--- src/sbm_pkg.sv ---
// package: register map, reset values and write masks of the bank map
package sbm_pkg;

    // ------------------------------------------------------------
    // map geometry
    // ------------------------------------------------------------
    localparam int          NREG       = 24;
    localparam int          ADDR_W     = 10;
    localparam int          DATA_W     = 32;
    localparam logic [9:0]  MODE_IDX   = 10'h3F0; // serial mode select copy
    localparam logic [9:0]  WIN_BASE   = 10'h200; // direct window, bank from status
    localparam logic [6:0]  SLOT_LOC   = 7'h00;   // indirect access slot
    localparam logic [6:0]  PCL_LOC    = 7'h02;
    localparam logic [3:0]  MASK_MODE  = 4'h9;    // mode that shows the mask
    localparam int          PC_HI_W    = 5;

    // ------------------------------------------------------------
    // entry numbers used by the logic
    // ------------------------------------------------------------
    localparam int E_SLAVE_ADR = 5;
    localparam int E_ADR_MASK  = 6;
    localparam int E_STATUS    = 16;
    localparam int E_POINTER   = 17;
    localparam int E_HI_LATCH  = 20;

    // ------------------------------------------------------------
    // per entry: data address, mirrored flag, reset value, write mask
    // entry 0 is the rightmost element
    // ------------------------------------------------------------
    localparam logic [NREG-1:0][8:0] IDX = {
        9'h10D, 9'h10C, 9'h10B, 9'h10A, 9'h109, 9'h108, 9'h104, 9'h103,
        9'h101, 9'h09F, 9'h09D, 9'h09C, 9'h099, 9'h098, 9'h096, 9'h095,
        9'h094, 9'h093, 9'h093, 9'h092, 9'h091, 9'h090, 9'h08F, 9'h08E};
    localparam logic [NREG-1:0] CORE = 24'h330000; // status, pointer, latch, interrupt_control only
    // unknown bits load as zero; condition-dependent bits as below
    localparam logic [NREG-1:0][7:0] RST = {
        8'h00, 8'h00, 8'h00, 8'h00, 8'h00, 8'h00, 8'h00, 8'h18,
        8'h00, 8'h00, 8'h00, 8'h00, 8'h00, 8'h02, 8'h00, 8'hFF,
        8'h00, 8'hFF, 8'h00, 8'hFF, 8'h00, 8'h20, 8'h00, 8'h03};
    localparam logic [NREG-1:0][7:0] WMASK = {
        8'hFF, 8'hFF, 8'hFF, 8'h1F, 8'h0F, 8'h8D, 8'hFF, 8'hE7,
        8'hFF, 8'h73, 8'h43, 8'h03, 8'hFF, 8'hF5, 8'hFF, 8'hFF,
        8'hC0, 8'hFF, 8'hFF, 8'hFF, 8'h3F, 8'h30, 8'hFB, 8'h03};

endpackage

--- src/sbm_bank_map.sv ---
// module: special-function register bank map behind an avalon-mm slave
//
// The implementer's own choice: the Avalon-MM register port.
`timescale 1ns/1ps
`default_nettype none

module sbm_bank_map #(
    parameter int P_DATA_W = sbm_pkg::DATA_W
) (
    input  wire logic                          i_clk_sys,
    input  wire logic                          i_rst_n,
    input  wire logic [sbm_pkg::ADDR_W-1:0]    i_avs_address,
    input  wire logic                          i_avs_read,
    input  wire logic                          i_avs_write,
    input  wire logic [3:0]                    i_avs_byteenable,
    input  wire logic [P_DATA_W-1:0]           i_avs_writedata,
    output logic      [P_DATA_W-1:0]           o_avs_readdata,
    output logic                               o_avs_waitrequest,
    output logic      [12:0]                   o_pc
);

    // ------------------------------------------------------------
    // parameter check
    // ------------------------------------------------------------
    if (P_DATA_W != sbm_pkg::DATA_W) begin : g_bad_width
        $error("data width must be 32");
    end

    // ------------------------------------------------------------
    // state
    // ------------------------------------------------------------
    typedef struct packed {
        logic [sbm_pkg::NREG-1:0][7:0] regs;
        logic [sbm_pkg::PC_HI_W-1:0]   pc_hi;
        logic [7:0]                    pc_lo;
        logic [3:0]                    mode;
        logic                          waitreq;
        logic [7:0]                    rdata;
        logic                          hit;
    } sbm_state_s;

    localparam sbm_state_s ST_RST = '{
        regs:    sbm_pkg::RST,
        pc_hi:   '0,
        pc_lo:   '0,
        mode:    '0,
        waitreq: 1'b1,
        rdata:   '0,
        hit:     1'b0
    };

    sbm_state_s                  st_q;
    sbm_state_s                  st_d;
    logic                        rst_meta_q;
    logic                        rst_sync_q;
    logic [8:0]                  win_a;
    logic [8:0]                  eff_a;
    logic                        valid_a;
    logic                        via_slot;
    logic                        no_loc;
    logic                        pcl_hit;
    logic                        mode_hit;
    logic [sbm_pkg::NREG-1:0]    hit_v;
    logic [7:0]                  rd_mux;
    logic                        req;
    logic                        take;
    logic                        ack;
    logic                        wr_ack;
    logic [7:0]                  wdat;
    logic [7:0]                  status;
    logic [7:0]                  pointer;

    // ------------------------------------------------------------
    // reset release through two flops
    // ------------------------------------------------------------
    always_ff @(posedge i_clk_sys or negedge i_rst_n) begin
        if (!i_rst_n) begin
            rst_meta_q <= 1'b0;
            rst_sync_q <= 1'b0;
        end else begin
            rst_meta_q <= 1'b1;
            rst_sync_q <= rst_meta_q;
        end
    end

    // ------------------------------------------------------------
    // handshake terms
    // ------------------------------------------------------------
    // a request is taken while waitrequest is high, answered the next cycle
    assign req     = i_avs_read | i_avs_write;
    assign take    = req & st_q.waitreq;
    assign ack     = req & ~st_q.waitreq;
    assign wr_ack  = ack & i_avs_write & i_avs_byteenable[0];
    assign wdat    = i_avs_writedata[7:0];
    assign status  = st_q.regs[sbm_pkg::E_STATUS];
    assign pointer = st_q.regs[sbm_pkg::E_POINTER];

    // ------------------------------------------------------------
    // address resolution
    // ------------------------------------------------------------
    // window addresses take the bank from the direct bank field
    always_comb begin
        valid_a = ~i_avs_address[9] |
                  (i_avs_address[9:7] == sbm_pkg::WIN_BASE[9:7]);
        if (i_avs_address[9]) begin
            win_a = {status[6:5], i_avs_address[6:0]};
        end else begin
            win_a = i_avs_address[8:0];
        end
        via_slot = (win_a[6:0] == sbm_pkg::SLOT_LOC);
        // the slot redirects through the pointer, bank pair from bit 7
        if (via_slot) begin
            eff_a = {status[7], pointer};
        end else begin
            eff_a = win_a;
        end
        // slot through slot, or bad window, is no location at all
        no_loc   = ~valid_a | (eff_a[6:0] == sbm_pkg::SLOT_LOC);
        pcl_hit  = ~no_loc & (eff_a[6:0] == sbm_pkg::PCL_LOC);
        mode_hit = (i_avs_address == sbm_pkg::MODE_IDX);
    end

    // per-entry decode; mirrored entries ignore the bank bits
    for (genvar gi = 0; gi < sbm_pkg::NREG; gi++) begin : g_dec
        logic match;
        logic sel_ok;
        assign match = sbm_pkg::CORE[gi] ?
                       (eff_a[6:0] == sbm_pkg::IDX[gi][6:0]) :
                       (eff_a == sbm_pkg::IDX[gi]);
        if (gi == sbm_pkg::E_ADR_MASK) begin : g_msk
            assign sel_ok = (st_q.mode == sbm_pkg::MASK_MODE);
        end else if (gi == sbm_pkg::E_SLAVE_ADR) begin : g_sla
            assign sel_ok = (st_q.mode != sbm_pkg::MASK_MODE);
        end else begin : g_any
            assign sel_ok = 1'b1;
        end
        assign hit_v[gi] = ~no_loc & match & sel_ok;
    end

    // ------------------------------------------------------------
    // read multiplexer
    // ------------------------------------------------------------
    // misses fall through to zero
    always_comb begin
        rd_mux = 8'h00;
        for (int k = 0; k < sbm_pkg::NREG; k++) begin
            if (hit_v[k]) begin
                rd_mux = st_q.regs[k];
            end
        end
        if (pcl_hit) begin
            rd_mux = st_q.pc_lo;
        end
        if (mode_hit) begin
            rd_mux = {4'h0, st_q.mode};
        end
    end

    // ------------------------------------------------------------
    // next state
    // ------------------------------------------------------------
    always_comb begin
        st_d = st_q;
        if (take) begin
            st_d.waitreq = 1'b0;
            st_d.rdata   = rd_mux;
            st_d.hit     = (|hit_v) | pcl_hit | mode_hit;
        end
        if (ack) begin
            st_d.waitreq = 1'b1;
        end
        // writes land at the edge that closes the request
        if (wr_ack) begin
            for (int k = 0; k < sbm_pkg::NREG; k++) begin
                if (hit_v[k]) begin
                    st_d.regs[k] = (st_q.regs[k] & ~sbm_pkg::WMASK[k]) |
                                   (wdat & sbm_pkg::WMASK[k]);
                end
            end
            // low byte write pulls the latch into the upper counter
            if (pcl_hit) begin
                st_d.pc_lo = wdat;
                st_d.pc_hi = st_q.regs[sbm_pkg::E_HI_LATCH][4:0];
            end
            if (mode_hit) begin
                st_d.mode = wdat[3:0];
            end
        end
    end

    // ------------------------------------------------------------
    // state register
    // ------------------------------------------------------------
    // reset pattern is a constant image, q bits fixed there
    always_ff @(posedge i_clk_sys or negedge rst_sync_q) begin
        if (!rst_sync_q) begin
            st_q <= ST_RST;
        end else begin
            st_q <= st_d;
        end
    end

    // ------------------------------------------------------------
    // outputs
    // ------------------------------------------------------------
    assign o_avs_waitrequest = st_q.waitreq;
    assign o_avs_readdata    = {{(P_DATA_W-8){1'b0}}, st_q.rdata};
    assign o_pc              = {st_q.pc_hi, st_q.pc_lo};
endmodule

`default_nettype wire

--- config.mk ---
export PLATFORM = sky130hd
export DESIGN_NAME = sbm_bank_map
export DESIGN_NICKNAME = d
export VERILOG_FILES = /design/src/sbm_pkg.sv /design/src/sbm_bank_map.sv
export SDC_FILE = /design/constraint.sdc
export NUM_CORES = 1
export LEC_CHECK = 0
export BUFFER_PORTS_ARGS = -buffer_cell sky130_fd_sc_hd__buf_2
export CAP_MARGIN = 20
export CORE_ASPECT_RATIO = 0.8
export CORE_UTILIZATION = 45
export DETAILED_ROUTE_END_ITERATION = 7
export PLACE_DENSITY = 0.62
export SLEW_MARGIN = 40
export SYNTH_ARGS = -nofsm -noshare
export SYNTH_HDL_FRONTEND = slang
export SYNTH_SLANG_ARGS = --single-unit
--- constraint.sdc ---
create_clock -name i_clk_sys -period 7.85 [get_ports i_clk_sys]
set_clock_uncertainty 0.15 [all_clocks]
set_input_delay 0.785 -clock i_clk_sys [delete_from_list [all_inputs] [get_ports i_clk_sys]]
set_output_delay 0.785 -clock i_clk_sys [all_outputs]
set_load 0.01 [all_outputs]
# Word level (Yosys, flattened, before mapping)
# Cells that the tools add are included.
# word_totals
out_inout_bits	46
elab_cells	172
in_bits	50
register_bits	221
# op_classes
reduce_logical	30
bitwise	52
n_mux	30
eq_ne	28
# ops
cell	n
two-way mux 8 bit	26
== test 9 x 8 -> 1 bit (second input constant)	14
AND reduction 2 bit	26
== test 9 bit (second input constant)	5
bitwise AND 1 bit	30
OR reduction 24 bit	1
two-way mux 9 bit	2
bitwise OR 8 x 2 -> 8 bit	2
bitwise OR 8 x 6 -> 8 bit	2
bitwise OR 8 x 7 -> 8 bit	2
== test 7 x 2 -> 1 bit (second input constant)	2
== test 7 x 4 -> 1 bit (second input constant)	2
zero test 7 bit	2
== test 10 bit (second input constant)	1
two-way mux 10 bit	1
bitwise OR 3 x 8 -> 8 bit	1
bitwise OR 4 x 8 -> 8 bit	1
bitwise OR 5 x 8 -> 8 bit	1
bitwise OR 6 x 8 -> 8 bit	1
bitwise OR 7 x 8 -> 8 bit	1
bitwise OR 8 x 4 -> 8 bit	1
bitwise OR 8 x 5 -> 8 bit	1
== test 7 x 3 -> 1 bit (second input constant)	1
bitwise OR 1 bit	5
6 further kinds	9

# Depth between registers and ports, before layout
# depth
ltp_word	35
mapped_depth	11
mapped_depth_nobuf	8

# Worst setup path after synthesis
# Ideal clock, no wire load.
# synth_path
kind	input to register
start	input port i_avs_address[5] (netlist name)
end	register st_q[139] (netlist name)
path_buffers	3
arrival_time_ns	3.025
setup_slack_ns	4.550
setup_ns	0.125
stages	8
required_ns	7.575
cell_sequence	buf_2 or4b_2 nor4_2 nor2_1 buf_2 buf_2 nor3_2 mux2_2
# synth_between
elab_chain_len	8
word_cells_on_any_way	9
classes_between	1 x eq/ne; 2 x mux; 3 x bitwise; 3 x reduce/logical
# synth_rtl
element	line	rtl
start, declared	sbm_bank_map.sv:12	input wire logic [sbm_pkg::ADDR_W-1:0] i_avs_address,
two-way mux 9 bit *	sbm_bank_map.sv:105	if (i_avs_address[9]) begin
zero test 7 bit	sbm_bank_map.sv:110	via_slot = (win_a[6:0] == sbm_pkg::SLOT_LOC);
two-way mux 9 bit *	sbm_bank_map.sv:112	if (via_slot) begin
zero test 7 bit	sbm_bank_map.sv:118	no_loc = ~valid_a | (eff_a[6:0] == sbm_pkg::SLOT_LOC);
bitwise OR 1 bit	sbm_bank_map.sv:118	
NOT 1 bit	sbm_bank_map.sv:137	assign hit_v[gi] = ~no_loc & match & sel_ok;
bitwise AND 1 bit *	sbm_bank_map.sv:137	
AND reduction 2 bit (no line) *	n/a	
end signal, assigned	sbm_bank_map.sv:199	st_q <= st_d;
end, declared	sbm_bank_map.sv:52	sbm_state_s st_q;
# Mark *: on every way between the ends. The rest lies on a longest branch, timed or not.
# A chain may end at the register's enable or synchronous reset.

# Final worst setup path
# layout_path
start	input port i_avs_address[4] (netlist name)
end	register st_q, in the netlist o_avs_readdata[4]
# layout_between
elab_chain_len	33
word_cells_on_any_way	83
classes_between	25 x eq/ne; 28 x mux; 28 x bitwise; 2 x reduce/logical
# layout_rtl
element	line	rtl
two-way mux 9 bit	sbm_bank_map.sv:105	
zero test 7 bit	sbm_bank_map.sv:110	
two-way mux 9 bit	sbm_bank_map.sv:112	
zero test 7 bit	sbm_bank_map.sv:118	
bitwise OR 1 bit	sbm_bank_map.sv:118	
NOT 1 bit	sbm_bank_map.sv:119, sbm_bank_map.sv:137	
bitwise AND 1 bit	sbm_bank_map.sv:137	
two-way mux 8 bit (24 in a row)	sbm_bank_map.sv:147	if (hit_v[k]) begin
two-way mux 8 bit	sbm_bank_map.sv:151	if (pcl_hit) begin
two-way mux 8 bit *	sbm_bank_map.sv:154	if (mode_hit) begin
# Marks and branches as above.

==> run_results.csv <==
group,metric,value,unit
place,port_buffers,44,
die,core,0.01920,mm^2
power_and_ir_drop,p_per_area,196.7,mW/mm^2
drt,drc,0,
logic_synthesis,synth_area,0.008944,mm^2
logic_synthesis,yosys.area.top_type,"dfrtp_1",
cts,cts_root_buffer,"clkbuf_16",
timing,worst_pin_slew,0.8381,ns
finish,areaGrowthSynthToFinish,9.149,%
logic_synthesis,synthDistinctLibCells,79,
drt,antenna_left,0,
timing,setup_viol,0,
outcome,status,"finished, final reports clean",
global_route,track_usage,27.36,%
global_route,grt_max_degree,91,
setup_path,worstPathArrival,4.10,ns
cts,cts.path.max_buffers,2,
cts,clk_latency,0.44,ns
setup_path,cp-start-kind,"input port",
global_route,grt_antenna_before_repair,2,
setup_path,cp_data_required_time,8.07,ns
logic_synthesis,synth.most_common_cell,"mux2_2",
worst_hold_path,worstHoldStart,"rst_meta_q",
global_route,grt_first_pass_wirelength,41.59,mm
worst_hold_path,worstHoldEndpoint,"rst_sync_q",
drt,vias_per_cell,6.386,
cts,cts.htree.levels,4,
setup_path,reg2regPathDepth,9,
die,initial_core_util,46.58,%
setup_path,critPathCaptureType,"flip-flop",
global_route,grt-ovfl-total,0,
cts,numCtsBuffers,17,
timing,final.setup.tns,0,ns
timing,max_clock_freq,0.2573,GHz
timing,layout_min_cycle_time,3.887,ns
finish,diodes,0,
finish,final_nets,852,
timing,hold_viol_final,0,
die,io_pins,96,
cts,cts_num_sinks,170,
drt,routed_wl,26.83,mm
setup_path,crit_fanout,9,
die,die_w,159.6,um
logic_synthesis,synth_edf_count,0,
die,dieArea,0.02045,mm^2
timing,finalCritPeriodShare,49.51,%
cts,cts_setup_buffers,0,
setup_path,worstReg2RegStart,"status[6]",
die,num_rows,45,
drt,wl_per_cell,25.00,um
setup_path,worstSetupPathType,"input port to flip-flop",
logic_synthesis,synth_seq_cells,170,
job,maxCapViolCount,0,
drt,num_vias,6852,
place,pre_cts_slack,3.721,ns
die,die_height,128.1,um
worst_hold_path,hold-path-cell-count,0,
logic_synthesis,synth_commonest_cells,"153 x mux2_2, 142 x dfrtp_1, 56 x nand2_1, 51 x nor2_1, 45 x buf_4",
logic_synthesis,synth_cells,794,
logic_synthesis,ys_top_cells_by_area,"dfrtp_1 40%, mux2_2 19%, dfstp_2 8.2%",
setup_path,regToRegSetupSlack,4.12,ns
cts,cts.clk_slew.worst_paths,0.07,ns
logic_synthesis,ys_async_sr_fraction,100.0,%
finish,drive_gt1_share,35.95,%
cts,cts_tree,"done",
logic_synthesis,ys.flop_type,"dfrtp_1",
drt,drtIter0Drc,849,
drt,drt-pass1-iter-count,6,
timing,rsz0062_at_grt,"false",
timing,slew_viol_final,0,
place,place_congestion,0.9482,
timing,max_slew_margin,42.68,%
worst_hold_path,hold_path.class,"flip-flop to flip-flop",
setup_path,r2r-end,"o_avs_readdata[4]",
place,hpwl,18.94,mm
global_route,grt_pass1_vias,6646,
timing,layout_setup_ws,3.963,ns
logic_synthesis,yosysTopAreaCellShare,39.73,%
finish,nFillCells,1739,
logic_synthesis,synth_area_per_cell,11.26,um^2
power_and_ir_drop,p_leak,4.463,nW
logic_synthesis,yosys_warnings,0,
finish,post-route-util,50.84,%
logic_synthesis,seq_area_frac_synth,47.96,%
power_and_ir_drop,peakVddDrop,0.1294,mV
-- metrics by stage --
step	area, um^2	power [W]	instances	hold WS, ns
after floorplan	9030	0.001022	817	0.1812
after global placement	9115	0.001061	1039	0.1898
after detailed placement	9146	0.001064	1040	0.1926
after CTS	9759	0.001927	1073	0.2095
after global routing	9762	0.001981	1073	0.2281
final	9762	0.001920	1073	0.2071
-- timing repair --
action / in CTS / in global routing
endpoints found under the setup margin: 0 / 0
hold buffers: 1 / 0
endpoints found under the hold margin: 2 / 0
resized for setup: 0 / 0
-- state kept, by name, summed over array words and instances, names as in the netlist --
signal,flops
o_avs_readdata,8
o_avs_waitrequest,1
o_pc,13
pointer,8
rst_meta_q,1
rst_sync_q,1
st_q,132
status,6
-- critical path, cell delays in order --
cell,delay (ns)
buf_2,0.16
or3_1,0.57
nor4_1,0.64
o211ai_1,0.35
nor2_1,0.52
a221oi_1,0.21
and4_1,0.25
a21oi_1,0.40
a2bb2oi_1,0.21
-- power breakdown --
group | internal (W) | total, W | switching [W]
clock | 0.000457 | 0.000869 | 0.000412
sequential | 0.000890 | 0.000901 | 0.0000115
combinational | 0.0000414 | 0.000149 | 0.000108
-- per-layer routing --
layer,global-route usage (%),vias up,routed length (um)
met5,0,-,14
met4,6.618,2,465
met3,8.897,31,2868
met2,39.25,363,11330
met1,39.68,3514,12150
li1,-,2942,-
-- layout by cell type (no fill, tap or decap), drive strengths merged, types with 7 or more instances in the layout --
master and count:
buf 50, dfstp 28, a221oi 15, o21ai 21, a221o 7, a21oi 23, nor2 53, mux2 158
dfrtp 142, conb 25, inv 17, nand2 56, o22ai 11, nor3 24, nand3 14, a22oi 9
clkbuf 18, nor4 10
-- how the worst max path moves through the flow --
stage                                start  cells after the start           endpoint  slack, ns
after floorplan                 rst_sync_q                      0  o_avs_readdata[0]       2.66
after global placement    i_avs_address[4]                      9  o_avs_readdata[4]       3.68
after global routing      i_avs_address[4]                      9  o_avs_readdata[4]       3.84
after CTS                 i_avs_address[4]                      9  o_avs_readdata[4]       4.17
final                     i_avs_address[4]                      9  o_avs_readdata[4]       3.96
after detailed placement  i_avs_address[0]                     10  o_avs_readdata[4]       3.72
-- cells by family after synthesis --
logic type	Yosys count	synth area share, %
other	2	0.08397
AO/OA/AOI/OAI	160	13.44
flip-flops	170	47.96
buffers and inverters	95	6.114
AND/OR/NAND/NOR	204	11.95
multiplexers	163	20.45
-- area by class of cell --
cell class	instances	area, um^2	share of cell area [%]
Clock buffer	17	425.4	4.358
Clock inverter	15	177.7	1.820
Inverter	9	33.78	0.3461
Multi-Input combinational cell	552	4219	43.22
Sequential cell	170	4293	43.98
Tap cell	258	322.8	3.307
Timing Repair Buffer	52	290.3	2.974
Note: power is estimated with default switching activity, not from simulation.
